File: src/rtl/adc_ctrl_defs.vh
// register offsets, field positions, reset values and codes for the converter control block
// assumes inclusion by rtl/adc_control_registers.v only
`ifndef ADC_CTRL_DEFS_VH
`define ADC_CTRL_DEFS_VH

// ----------------------------------------------------------------
// register map (byte offsets on the plain register port)
// ----------------------------------------------------------------
`define OFF_CONV_CONTROL    3'h0
`define OFF_CONV_CONFIG     3'h1
`define OFF_PIN_SEL_LOW     3'h2
`define OFF_PIN_SEL_HIGH    3'h3
`define OFF_RESULT_LOW      3'h4
`define OFF_RESULT_HIGH     3'h5
`define OFF_CONV_STATUS     3'h6

// ----------------------------------------------------------------
// control and config register fields
// ----------------------------------------------------------------
`define BIT_START           7
`define BIT_IN_PROGRESS     6
`define BIT_POWER_OFF       5
`define BIT_JUSTIFY         4
`define BIT_INT_REF_ROUTE   7
`define BIT_BANDGAP_EN      6
`define BIT_REF_SOURCE      4

// ----------------------------------------------------------------
// reset values
// ----------------------------------------------------------------
`define RST_CONV_CONTROL    8'h60
`define RST_CONV_CONFIG     8'h00
`define RST_PIN_SEL_LOW     8'hff
`define RST_PIN_SEL_HIGH    4'hf

// ----------------------------------------------------------------
// codes and timing
// ----------------------------------------------------------------
`define CHAN_LAST_VALID     4'hb
`define DIV_CODE_LAST       3'h6
`define CONV_CLOCKS         5'h10
`define DIV_CNT_W           6

`endif

File: src/rtl/adc_control_registers.v
// control and configuration logic of the 12-bit converter: registers, start
// sequencing, clock divider, channel/reference routing and pin selection.
// assumes a one-cycle register port and a converter core that returns its
// result with a done pulse; runs entirely on clk.
//
// The implementer's own choices: the placing of the registers and the address-and-strobe port.
`timescale 1ns/10ps
`include "adc_ctrl_defs.vh"

module adc_control_registers (
  input  wire        clk,                // system clock, 200 MHz
  input  wire        rst_n,              // asynchronous reset, active low
  input  wire [2:0]  addr,               // register byte offset
  input  wire [7:0]  wdata,              // write data
  input  wire        wr,                 // write strobe, one cycle
  input  wire        rd,                 // read strobe, one cycle
  output reg  [7:0]  rdata,              // read data, cycle after rd
  input  wire [11:0] core_result,        // raw result from converter core
  input  wire        core_done,          // core finished, one-cycle pulse
  input  wire        low_voltage_reset,  // low-voltage reset function enabled
  input  wire        low_voltage_detect, // low-voltage detect function enabled
  output reg         core_reset,         // converter held in reset
  output reg         core_start,         // launch pulse to the core
  output reg         core_power_on,      // converter powered
  output reg         conv_clk_en,        // divided converter clock tick
  output reg  [11:0] analog_inputs,      // per-input switch onto converter
  output reg         bandgap_route,      // 1.25 v onto converter input
  output reg         bandgap_power,      // bandgap circuit running
  output reg         ext_ref_select,     // reference from external pin
  output reg         ref_pin_digital_off,// external reference pin loses digital use
  output reg  [11:0] pin_analog_mode,    // pin is analog: digital and pull-high off
  output reg         conv_done_irq       // conversion end interrupt request pulse
);

  // ----------------------------------------------------------------
  // storage
  // ----------------------------------------------------------------
  // software-visible fields, one register per field
  reg        start_bit;
  reg        conv_in_progress_flag;
  reg        converter_power_off;
  reg        result_justify_select;
  reg [3:0]  channel_select_field;
  reg        internal_ref_route_select;
  reg        bandgap_enable;
  reg        reference_source_select;
  reg [2:0]  conv_clock_divider;
  reg [7:0]  analog_enable_low_bits;
  reg [3:0]  analog_enable_high_bits;
  reg [7:0]  result_high_byte;
  reg [7:0]  result_low_byte;
  // divider stage counter and the marker of a conversion in flight
  reg [`DIV_CNT_W-1:0] div_cnt;
  reg        converting;

  // strobe decode; the falling step is seen on the write itself so the
  // launch is not delayed behind the start register
  wire       wr_ctrl = wr && (addr == `OFF_CONV_CONTROL);
  wire       start_fall = wr_ctrl && start_bit && !wdata[`BIT_START];
  // low bits set in the mask are the stages that must all be one for a tick;
  // seven bits wide so that the shift by six cannot overflow
  wire [6:0] div_mask = (7'h01 << conv_clock_divider) - 7'h01;
  wire [11:0] enable_all = {analog_enable_high_bits, analog_enable_low_bits};

  // ----------------------------------------------------------------
  // software-written control fields
  // ----------------------------------------------------------------
  // the progress flag is not in this process: it is read-only to software
  always @(posedge clk or negedge rst_n)
  begin
    if (!rst_n)
    begin
      start_bit                 <= 1'b0;
      converter_power_off       <= 1'b1;
      result_justify_select     <= 1'b0;
      channel_select_field      <= 4'h0;
      internal_ref_route_select <= 1'b0;
      bandgap_enable            <= 1'b0;
      reference_source_select   <= 1'b0;
      conv_clock_divider        <= 3'h0;
      analog_enable_low_bits    <= `RST_PIN_SEL_LOW;
      analog_enable_high_bits   <= `RST_PIN_SEL_HIGH;
    end
    else if (wr)
    begin
      case (addr)
        `OFF_CONV_CONTROL:
        begin
          start_bit             <= wdata[`BIT_START];
          converter_power_off   <= wdata[`BIT_POWER_OFF];
          result_justify_select <= wdata[`BIT_JUSTIFY];
          channel_select_field  <= wdata[3:0];
        end
        // bits 5 and 3 are not stored, so they read back as zero
        `OFF_CONV_CONFIG:
        begin
          internal_ref_route_select <= wdata[`BIT_INT_REF_ROUTE];
          bandgap_enable            <= wdata[`BIT_BANDGAP_EN];
          reference_source_select   <= wdata[`BIT_REF_SOURCE];
          conv_clock_divider        <= wdata[2:0];
        end
        `OFF_PIN_SEL_LOW:  analog_enable_low_bits  <= wdata;
        // only four pins sit above the low byte
        `OFF_PIN_SEL_HIGH: analog_enable_high_bits <= wdata[3:0];
        // writes to the result bytes and unused offsets are dropped
        default: ;
      endcase
    end
  end

  // ----------------------------------------------------------------
  // conversion sequencing
  // ----------------------------------------------------------------
  // a start written while powered off is dropped; the flag stays one
  // limitation: powering off mid-run leaves the flag at one until a later launched conversion completes
  always @(posedge clk or negedge rst_n)
  begin
    if (!rst_n)
    begin
      conv_in_progress_flag <= 1'b1;
      converting            <= 1'b0;
      core_start            <= 1'b0;
      core_reset            <= 1'b1;
      conv_done_irq         <= 1'b0;
      result_high_byte      <= 8'h00;
      result_low_byte       <= 8'h00;
    end
    else
    begin
      core_start    <= 1'b0;
      conv_done_irq <= 1'b0;
      // write data is taken directly so reset follows the start write at once
      // start high resets
      core_reset    <= (wr_ctrl ? wdata[`BIT_START] : start_bit) || converter_power_off;
      // a start written high aborts a run and wins over a done in that cycle
      if (wr_ctrl && wdata[`BIT_START])
      begin
        conv_in_progress_flag <= 1'b1;
        converting            <= 1'b0;
      end
      else if (start_fall && !converter_power_off)
      begin
        converting            <= 1'b1;
        core_start            <= 1'b1;
        conv_in_progress_flag <= 1'b1;
      end
      else if (converting && core_done)
      begin
        converting            <= 1'b0;
        conv_in_progress_flag <= 1'b0;
        conv_done_irq         <= 1'b1;
        // the core result is only valid beside its done pulse
        // latch in the cycle the flag clears
        if (result_justify_select)
        begin
          result_high_byte <= {4'h0, core_result[11:8]};
          result_low_byte  <= core_result[7:0];
        end
        else
        begin
          result_high_byte <= core_result[11:4];
          result_low_byte  <= {core_result[3:0], 4'h0};
        end
      end
    end
  end

  // ----------------------------------------------------------------
  // converter clock divider
  // ----------------------------------------------------------------
  // free-running counter; the tick is the carry of the selected stage.
  // code 7 is undefined and gives no tick at all.
  always @(posedge clk or negedge rst_n)
  begin
    if (!rst_n)
    begin
      div_cnt     <= {`DIV_CNT_W{1'b0}};
      conv_clk_en <= 1'b0;
    end
    else
    begin
      // the counter wraps on its own; no reload is needed for any code
      div_cnt <= div_cnt + {{(`DIV_CNT_W-1){1'b0}}, 1'b1};
      if (conv_clock_divider > `DIV_CODE_LAST || converter_power_off)
        conv_clk_en <= 1'b0;
      else if (conv_clock_divider == 3'h0)
        conv_clk_en <= 1'b1;
      else
        conv_clk_en <= &(div_cnt | ~div_mask[`DIV_CNT_W-1:0]);
    end
  end

  // ----------------------------------------------------------------
  // routing, reference and pin control outputs
  // ----------------------------------------------------------------
  // one flop per input and per pin; the pin mode simply mirrors its enable bit
  genvar g;
  generate
    for (g = 0; g < 12; g = g + 1)
    begin : g_route
      always @(posedge clk or negedge rst_n)
      begin
        if (!rst_n)
        begin
          analog_inputs[g]   <= 1'b0;
          pin_analog_mode[g] <= 1'b1;
        end
        else
        begin
          // codes 12 to 15 match no input; no input reaches a powered-down core
          // channel switch
          analog_inputs[g]   <= !internal_ref_route_select &&
                                (channel_select_field == g) && !converter_power_off;
          pin_analog_mode[g] <= enable_all[g];
        end
      end
    end
  endgenerate

  always @(posedge clk or negedge rst_n)
  begin
    if (!rst_n)
    begin
      core_power_on       <= 1'b0;
      bandgap_route       <= 1'b0;
      bandgap_power       <= 1'b0;
      ext_ref_select      <= 1'b0;
      ref_pin_digital_off <= 1'b0;
    end
    else
    begin
      // the core draws power whenever the off bit is clear, even when idle
      // power-off bit
      core_power_on       <= !converter_power_off;
      bandgap_route       <= internal_ref_route_select;
      // the low-voltage circuits share the bandgap and keep it running
      // auto bandgap off
      bandgap_power       <= (bandgap_enable && internal_ref_route_select) ||
                             low_voltage_reset || low_voltage_detect;
      // the reference pin gives up its digital use while it carries the reference
      // reference source
      ext_ref_select      <= reference_source_select;
      ref_pin_digital_off <= reference_source_select;
    end
  end

  // ----------------------------------------------------------------
  // read port
  // ----------------------------------------------------------------
  // unimplemented bits read zero
  always @(posedge clk or negedge rst_n)
  begin
    if (!rst_n)
      rdata <= 8'h00;
    else if (rd)
    begin
      case (addr)
        `OFF_CONV_CONTROL: rdata <= {start_bit, conv_in_progress_flag, converter_power_off,
                                     result_justify_select, channel_select_field};
        `OFF_CONV_CONFIG:  rdata <= {internal_ref_route_select, bandgap_enable, 1'b0,
                                     reference_source_select, 1'b0, conv_clock_divider};
        `OFF_PIN_SEL_LOW:  rdata <= analog_enable_low_bits;
        `OFF_PIN_SEL_HIGH: rdata <= {4'h0, analog_enable_high_bits};
        `OFF_RESULT_LOW:   rdata <= result_low_byte;
        `OFF_RESULT_HIGH:  rdata <= result_high_byte;
        default:           rdata <= 8'h00;
      endcase
    end
    // zero outside the answer cycle so a stale byte is never taken twice
    else
      rdata <= 8'h00;
  end

endmodule // adc_control_registers

File: config.mk
export PLATFORM = sky130hd
export DESIGN_NAME = adc_control_registers
export DESIGN_NICKNAME = d
export VERILOG_FILES = /design/src/rtl/adc_control_registers.v
export VERILOG_INCLUDE_DIRS = /design/src /design/src/rtl
export SDC_FILE = /design/constraint.sdc
export NUM_CORES = 1
export LEC_CHECK = 0
export ABC_AREA = 1
export BUFFER_PORTS_ARGS = -buffer_cell sky130_fd_sc_hd__buf_2
export CORE_MARGIN = 2
export CORE_UTILIZATION = 45
export DETAILED_ROUTE_END_ITERATION = 10
export HOLD_SLACK_MARGIN = 0.1
export PLACE_DENSITY = 0.66
export SYNTH_ARGS = -nofsm -noshare
export SYNTH_HDL_FRONTEND = slang
export SYNTH_SLANG_ARGS = --single-unit
File: constraint.sdc
create_clock -name clk -period 2.8 [get_ports clk]
set_input_delay 0.42 -clock clk [delete_from_list [all_inputs] [get_ports clk]]
set_output_delay 0.42 -clock clk [all_outputs]
set_load 0.02 [all_outputs]
==> metrics.cfg, run 1 <==
[cells_and_area]
final_cell_mix = nand2_1, buf_2, dfrtp_1
area_growth_pct = 16.6
final_common_cell = nand2_1
final_cell_area_um2 = 4450
diodes = 0
layout.nets = 477
drive_gt1_share_pct = 37.6

[cts]
cts_root_buffer = clkbuf_8
clk_latency_ns = 0.34
cts_resized = 0
clk_pin_slew_ns = 0.08
numCtsBuffers = 9
htree_levels = 3
post_cts_buffers = 0
hold_buffers = 0
cts_max_path_buffers = 2
cts_tree = done
cts.sinks = 89

[drt]
first_pass_iters = 4
viasPerCell = 4.87
wire_per_inst_um = 14.2
ant_nets = 0
num_vias = 2704
drt_iter0_markers = 111
wl_mm = 7.86
drc = 0

[pwr]
peakVddDrop_mv = 0.399
swShare_pct = 30.9
internal-power_mw = 2.38
power_density_nw_per_um2 = 775
power_frac_clock_pct = 26.6
power_frac_seq_pct = 51.6
leakagePower_nw = 2.23
p_comb_share_pct = 21.8
p_sw_mw = 1.07

[global_route]
track_usage_pct = 18.7
overflow = 0
antenna_found_initial = 0
grt_max_degree = 54
grt_pass1_wl_mm = 12.9
grt_util_met2_pct = 30.7
use_met3_pct = 3.21
grt-busiest-layer = met2
grt_pass1_vias = 2612
grtUsageMet1_pct = 24.7

[worst_hold_path]
worstHoldPathType = primary input to asynchronous set/reset pin

[critical_path]
crit_type = register to register
timing.critical_path.buf_inv = 1
crit_arrival_ns = 1.85
critPathMaxFanout = 7
worst_path_largest_cell_delay_ns = 0.46
crit_chain = nor2_1 -> nand2_1 -> ha_1 -> inv_1 -> nand2_1 -> nand3_1 -> nor2_1 -> nand3_1 -> a21oi_1
end_kind = register
timing.rr.end = conv_clk_en$_DFF_PN0_
cp_slowest_cell = dfrtp_1
critPathLaunchType = register
reg2reg_depth = 9
critical_path_required_ns = 3.06
rrSetupSlack_ns = 1.21
critical-path-top-delay-family = simple AND/OR/NAND/NOR gates
r2r-start = conv_clock_divider[1]$_DFFE_PN0P_

[placed_design]
place_ws_ns = 0.883
gp_congestion = 0.879
hpwl_mm = 5.92
io_buffers = 70
place_area_um2 = 4250

[logic_synthesis]
synth_ff_type = dfrtp_1
ys_async_sr_fraction_pct = 100
avgSynthCellArea_um2 = 10.3
synth-seq-area-share_pct = 59.2
ys_ff_latch = 89
synth_nets = 403
synth_area_um2 = 3820
synth.distinct_cells = 31
synth_edf_count = 0
yosysWarnings = 0
netlist_instances = 371

[floorplan]
core_area_um2 = 8220
start_util_pct = 46.5
die_area_um2 = 9240
num_rows = 33
io_pins = 71
die_w_um = 96.1
dieHeight_um = 96.1

[sta]
hold_ws_ns = 0.109
fin_crit_sh_pct = 56.8
tightest_slew_ns = 0.660
min_period_ns = 1.59
finalHoldViolations = 0
fin_worst_skew_ns = 0.0111
worst_slack_ns = 1.21
finalSetupViolCount = 0
relSlewSlack_pct = 56.0
rsz0062_at_grt = no
tns_ns = 0
maxSlewViolCount = 0
max_freq_mhz = 628

[outcome]
status = complete, no violations

[run]
cap_violations = 0

[metrics by stage]
| stage | utilization (%) | std cells | power (mW) |
|---|---|---|---|
| 2_1_floorplan | - | 371 | 2.31 |
| 3_3_place_gp | 51.7 | 539 | 2.54 |
| 3_5_place_dp | 51.7 | 539 | 2.56 |
| 4_1_cts | 54.2 | 555 | 3.48 |
| 5_1_grt | 54.2 | 555 | 3.65 |
| 6_report | 54.2 | 555 | 3.45 |
[cell usage after synthesis (3+ instances only)]
cell / n / area [µm²]
nor2_1: 30 / 113
a21oi_1: 5 / 25.0
dfrtp_1: 62 / 1550
nand3_1: 23 / 115
o21ai_2: 29 / 254
mux2i_1: 8 / 80.1
nor3_4: 3 / 48.8
inv_1: 32 / 120
o21ai_1: 4 / 20.0
nand2_2: 15 / 93.8
nand2_1: 83 / 312
dfstp_2: 27 / 709
o21ai_0: 19 / 95.1
xor2_1: 4 / 35.0
inv_2: 3 / 11.3
buf_6: 5 / 56.3
[how the worst max path moves through the flow]
stage	startpoint	end	slack [ns]	cells after the start
4_1_cts	conv_clock_divider[1]$_DFFE_PN0P_	conv_clk_en$_DFF_PN0_	1.24	9
5_1_grt	conv_clock_divider[1]$_DFFE_PN0P_	conv_clk_en$_DFF_PN0_	1.08	9
3_5_place_dp	addr[0]	result_high_byte[1]$_DFFE_PN0P_	0.88	8
2_1_floorplan	conv_clock_divider[1]$_DFFE_PN0P_	conv_clk_en$_DFF_PN0_	1.41	9
6_report	conv_clock_divider[1]$_DFFE_PN0P_	conv_clk_en$_DFF_PN0_	1.21	9
3_3_place_gp	addr[0]	result_low_byte[6]$_DFFE_PN0P_	0.96	8
[layout make-up]
type,instances,area [µm²]
fill,760,3760
sequential,89,2260
multi-input combinational,237,1340
timing repair buffer,71,373
inverter,37,144
clock buffer,13,139
tap,105,131
clock inverter,3,65.1
[cell families (layout without fill, tap and decap cells)]
group | count (synthesis) | in the layout | synth area share [%]
muxes | 8 | 8 | 2.10
AOI/OAI and AO/OA | 59 | 59 | 11.0
and+or+nand+nor | 164 | 164 | 20.5
buffers and inverters | 45 | 124 | 5.67
adders and majority gates | 2 | 2 | 0.655
xor gates and xnor gates | 4 | 4 | 0.917
DFF | 89 | 89 | 59.2
[per-layer routing]
layer / wire [µm] / vias up
met5: 0 / -
met4: 99 / 0
met3: 349 / 9
met2: 3870 / 63
met1: 3540 / 1296
li1: - / 1336
[sequential cells by signal, indices dropped and copies added (netlist names), 4 cells and up]
register	flops
analog_enable_high_bits	4
analog_enable_low_bits	8
analog_inputs	12
channel_select_field	4
div_cnt	6
pin_analog_mode	12
rdata	8
result_high_byte	8
result_low_byte	8
[power groups by stage]
| stage | clock network [mW] | registers (mW) | logic [mW] |
|---|---|---|---|
| after floorplan | 0 | 1.85 | 0.465 |
| after global placement | 0 | 1.80 | 0.737 |
| after detailed placement | 0 | 1.80 | 0.762 |
| after global routing | 0.990 | 1.82 | 0.849 |
| after CTS | 0.936 | 1.78 | 0.764 |
| final | 0.917 | 1.78 | 0.753 |
(Power assumes the default switching activity.)
==> run 2, diff against run 1 <==
--- a/config.mk
+++ b/config.mk
@@ -12,7 +12,7 @@
 export CORE_UTILIZATION = 45
 export DETAILED_ROUTE_END_ITERATION = 10
 export HOLD_SLACK_MARGIN = 0.1
-export PLACE_DENSITY = 0.66
+export PLACE_DENSITY = 0.68
 export SYNTH_ARGS = -nofsm -noshare
 export SYNTH_HDL_FRONTEND = slang
 export SYNTH_SLANG_ARGS = --single-unit
==> constraint.sdc (replaced) <==
create_clock -name clk -period 1.4 [get_ports clk]
set_input_delay 0.21 -clock clk [delete_from_list [all_inputs] [get_ports clk]]
set_output_delay 0.21 -clock clk [all_outputs]
set_load 0.02 [all_outputs]
==> run 2 against run 1 <==
Effect of this change: the run now ends with setup timing left; maximum frequency up 10%; final area up 6.4%; non-clock buffer count up 34; sequential power up 97%; global-route usage up 0.71 points; final cell count up 6.1%; critical endpoint unchanged; highest routed layer unchanged.
==> metrics.cfg, run 2 (synthesized netlist as in run 1, its figures left out) <==
[outcome]
status = complete, but fails checks
violations = setup timing

[drt]
drc = 0  ; unchanged
wl_mm = 8.32  ; +5.9%
viasPerCell = 4.83  ; -0.96%
drt_iter0_markers = 87  ; -22%
num_vias = 2842  ; +5.1%
ant_nets = 0  ; unchanged
wire_per_inst_um = 14.1  ; -0.20%
first_pass_iters = 4  ; unchanged

[critical_path]
crit_arrival_ns = 1.75  ; -0.10 ns
crit_chain = nor2_2 -> nand2_1 -> ha_1 -> inv_1 -> nand2_1 -> nand3_1 -> nor2_1 -> nand3_1 -> a21oi_2
worst_path_largest_cell_delay_ns = 0.44  ; -0.02 ns
critical-path-top-delay-family = simple AND/OR/NAND/NOR gates
critPathLaunchType = register
timing.critical_path.buf_inv = 1  ; unchanged
critPathMaxFanout = 4  ; -3
critical_path.startpoint = conv_clock_divider[1]$_DFFE_PN0P_
crit_type = register to register
r2r-start = conv_clock_divider[1]$_DFFE_PN0P_
end_kind = register
critical_path_required_ns = 1.70  ; -1.36 ns
cp_slowest_cell = dfrtp_1

[global_route]
grt_pass1_wl_mm = 13.2  ; +2.8%
grt_pass1_vias = 2797  ; +7.1%
overflow = 0  ; unchanged
antenna_found_initial = 0  ; unchanged
grt_max_degree = 90  ; +67%
track_usage_pct = 19.4  ; +0.71 points

[sta]
worst_slack_ns = -0.0459  ; -1.25 ns
fin_worst_skew_ns = 0.00844  ; -0.00265 ns
hold_ws_ns = 0.113  ; +0.00394 ns
min_period_ns = 1.45  ; -0.145 ns
max_freq_mhz = 692  ; +10%
finalHoldViolations = 0  ; unchanged
tns_ns = -0.0459  ; -0.0459 ns
maxSlewViolCount = 0  ; unchanged
tightest_slew_ns = 0.457  ; -0.203 ns
rsz0062_at_grt = yes
fin_crit_sh_pct = 103  ; +46 points
finalSetupViolCount = 1  ; +1
relSlewSlack_pct = 69.6  ; +14 points

[cts]
cts_tree = done
cts_root_buffer = clkbuf_8
htree_levels = 3  ; unchanged
cts_max_path_buffers = 2  ; unchanged
numCtsBuffers = 9  ; unchanged
clk_latency_ns = 0.36  ; +0.02 ns
cts.sinks = 89  ; unchanged
clk_pin_slew_ns = 0.09  ; about the same

[cells_and_area]
drive_gt1_share_pct = 40.7  ; +3.1 points
layout.nets = 511  ; +7.1%
fin_cells = 589  ; +6.1%
final_cell_area_um2 = 4740  ; +6.4%
area_growth_pct = 24.1
finalCoreUtilization_pct = 57.7  ; +3.5 points
final_cell_mix = nand2_1, buf_2, dfrtp_1
reg.largest.list = analog_inputs: 12 flops, pin_analog_mode: 12 flops
final_common_cell = nand2_1
diodes = 0  ; unchanged

[placed_design]
place_area_um2 = 4440  ; +4.4%
place_ws_ns = -0.0159  ; -0.899 ns
hpwl_mm = 6.05  ; +2.3%
io_buffers = 70  ; unchanged
dp.cells = 559  ; +3.7%
gp_congestion = 0.833  ; -5.2%

[pwr]
peakVddDrop_mv = 0.732  ; +83%
leakagePower_nw = 2.38  ; +6.6%
power_density_nw_per_um2 = 1430  ; +85%
fin_total_pwr_mw = 6.78  ; +97%

[worst_hold_path]
worstHoldPathType = primary input to register
hold_path_startpoint = core_result[2]

[floorplan]
dieHeight_um = 96.1  ; unchanged
start_util_pct = 46.5  ; unchanged
io_pins = 71  ; unchanged
die_area_um2 = 9240  ; unchanged
die_w_um = 96.1  ; unchanged
core_area_um2 = 8220  ; unchanged
num_rows = 33  ; unchanged

[run]
cap_violations = 0  ; unchanged

-- run 2: cell types whose count changed in the layout (fill, tap and decap cells not counted), moves of 2 or more --
| cell | change |
|---|---|
| bufinv_16 | -2 |
| clkinvlp_4 | +3 |
| dlygate4sd3_1 | +10 |
| clkbuf_1 | -2 |
| buf_12 | +3 |
| buf_4 | +21 |
-- run 2: final cells by class --
| cell class | count | area (µm²) |
|---|---|---|
| clock buffers | 11 | 131 |
| clock inverters | 5 | 32.5 |
| fillers | 729 | 3480 |
| inverters | 37 | 144 |
| multi-input cells | 237 | 1350 |
| flip-flops and latches | 89 | 2260 |
| well taps | 105 | 131 |
| repair buffers | 105 | 691 |
-- run 2: worst paths after layout --
check	to	slack (ns)	cells past startpoint
min	result_low_byte[2]$_DFFE_PN0P_	0.11	3
min reg2reg	pin_analog_mode[6]$_DFF_PN1_	0.38	0
max in group asynchronous	pin_analog_mode[6]$_DFF_PN1_	0.60	3
max reg2reg	conv_clk_en$_DFF_PN0_	-0.05	9
min in group asynchronous	analog_inputs[6]$_DFF_PN0_	0.42	3
max	conv_clk_en$_DFF_PN0_	-0.05	9
-- run 2: routing by layer --
| metal | vias up | global-route usage [%] | wire length [µm] |
|---|---|---|---|
| met3 | 16 | 3.76 | 410 |
| met2 | 81 | 30.7 | 3970 |
| met4 | 0 | 9.64 | 199 |
| met5 | - | 0 | 0 |
| met1 | 1344 | 25.5 | 3740 |
| li1 | 1401 | - | - |
-- run 2: repair_timing --
| item | in CTS | in global routing |
|---|---|---|
| setup buffers | 4 | 0 |
| cloned | 0 | 0 |
| hold buffers | 10 | 0 |
| hold endpoints to repair | 71 | 0 |
| endpoints found under the setup margin | 1 | 1 |
| pin swaps | 2 | 0 |
| resized for setup | 0 | 2 |
-- run 2: report_power, final --
part / internal (mW) / total [mW] / leakage, nW / switching, mW
combinational: 0.713 / 1.74 / 1.22 / 1.03
clock: 0.639 / 1.53 / 0.0753 / 0.893
sequential: 3.20 / 3.51 / 1.08 / 0.312
-- run 2: worst register-to-register path: stages, from the launching register on --
cell and delay (ns):
dfrtp_1 0.44, nor2_2 0.13, nand2_1 0.08, ha_1 0.28
inv_1 0.04, nand2_1 0.05, nand3_1 0.06, nor2_1 0.10
nand3_1 0.10, a21oi_2 0.11
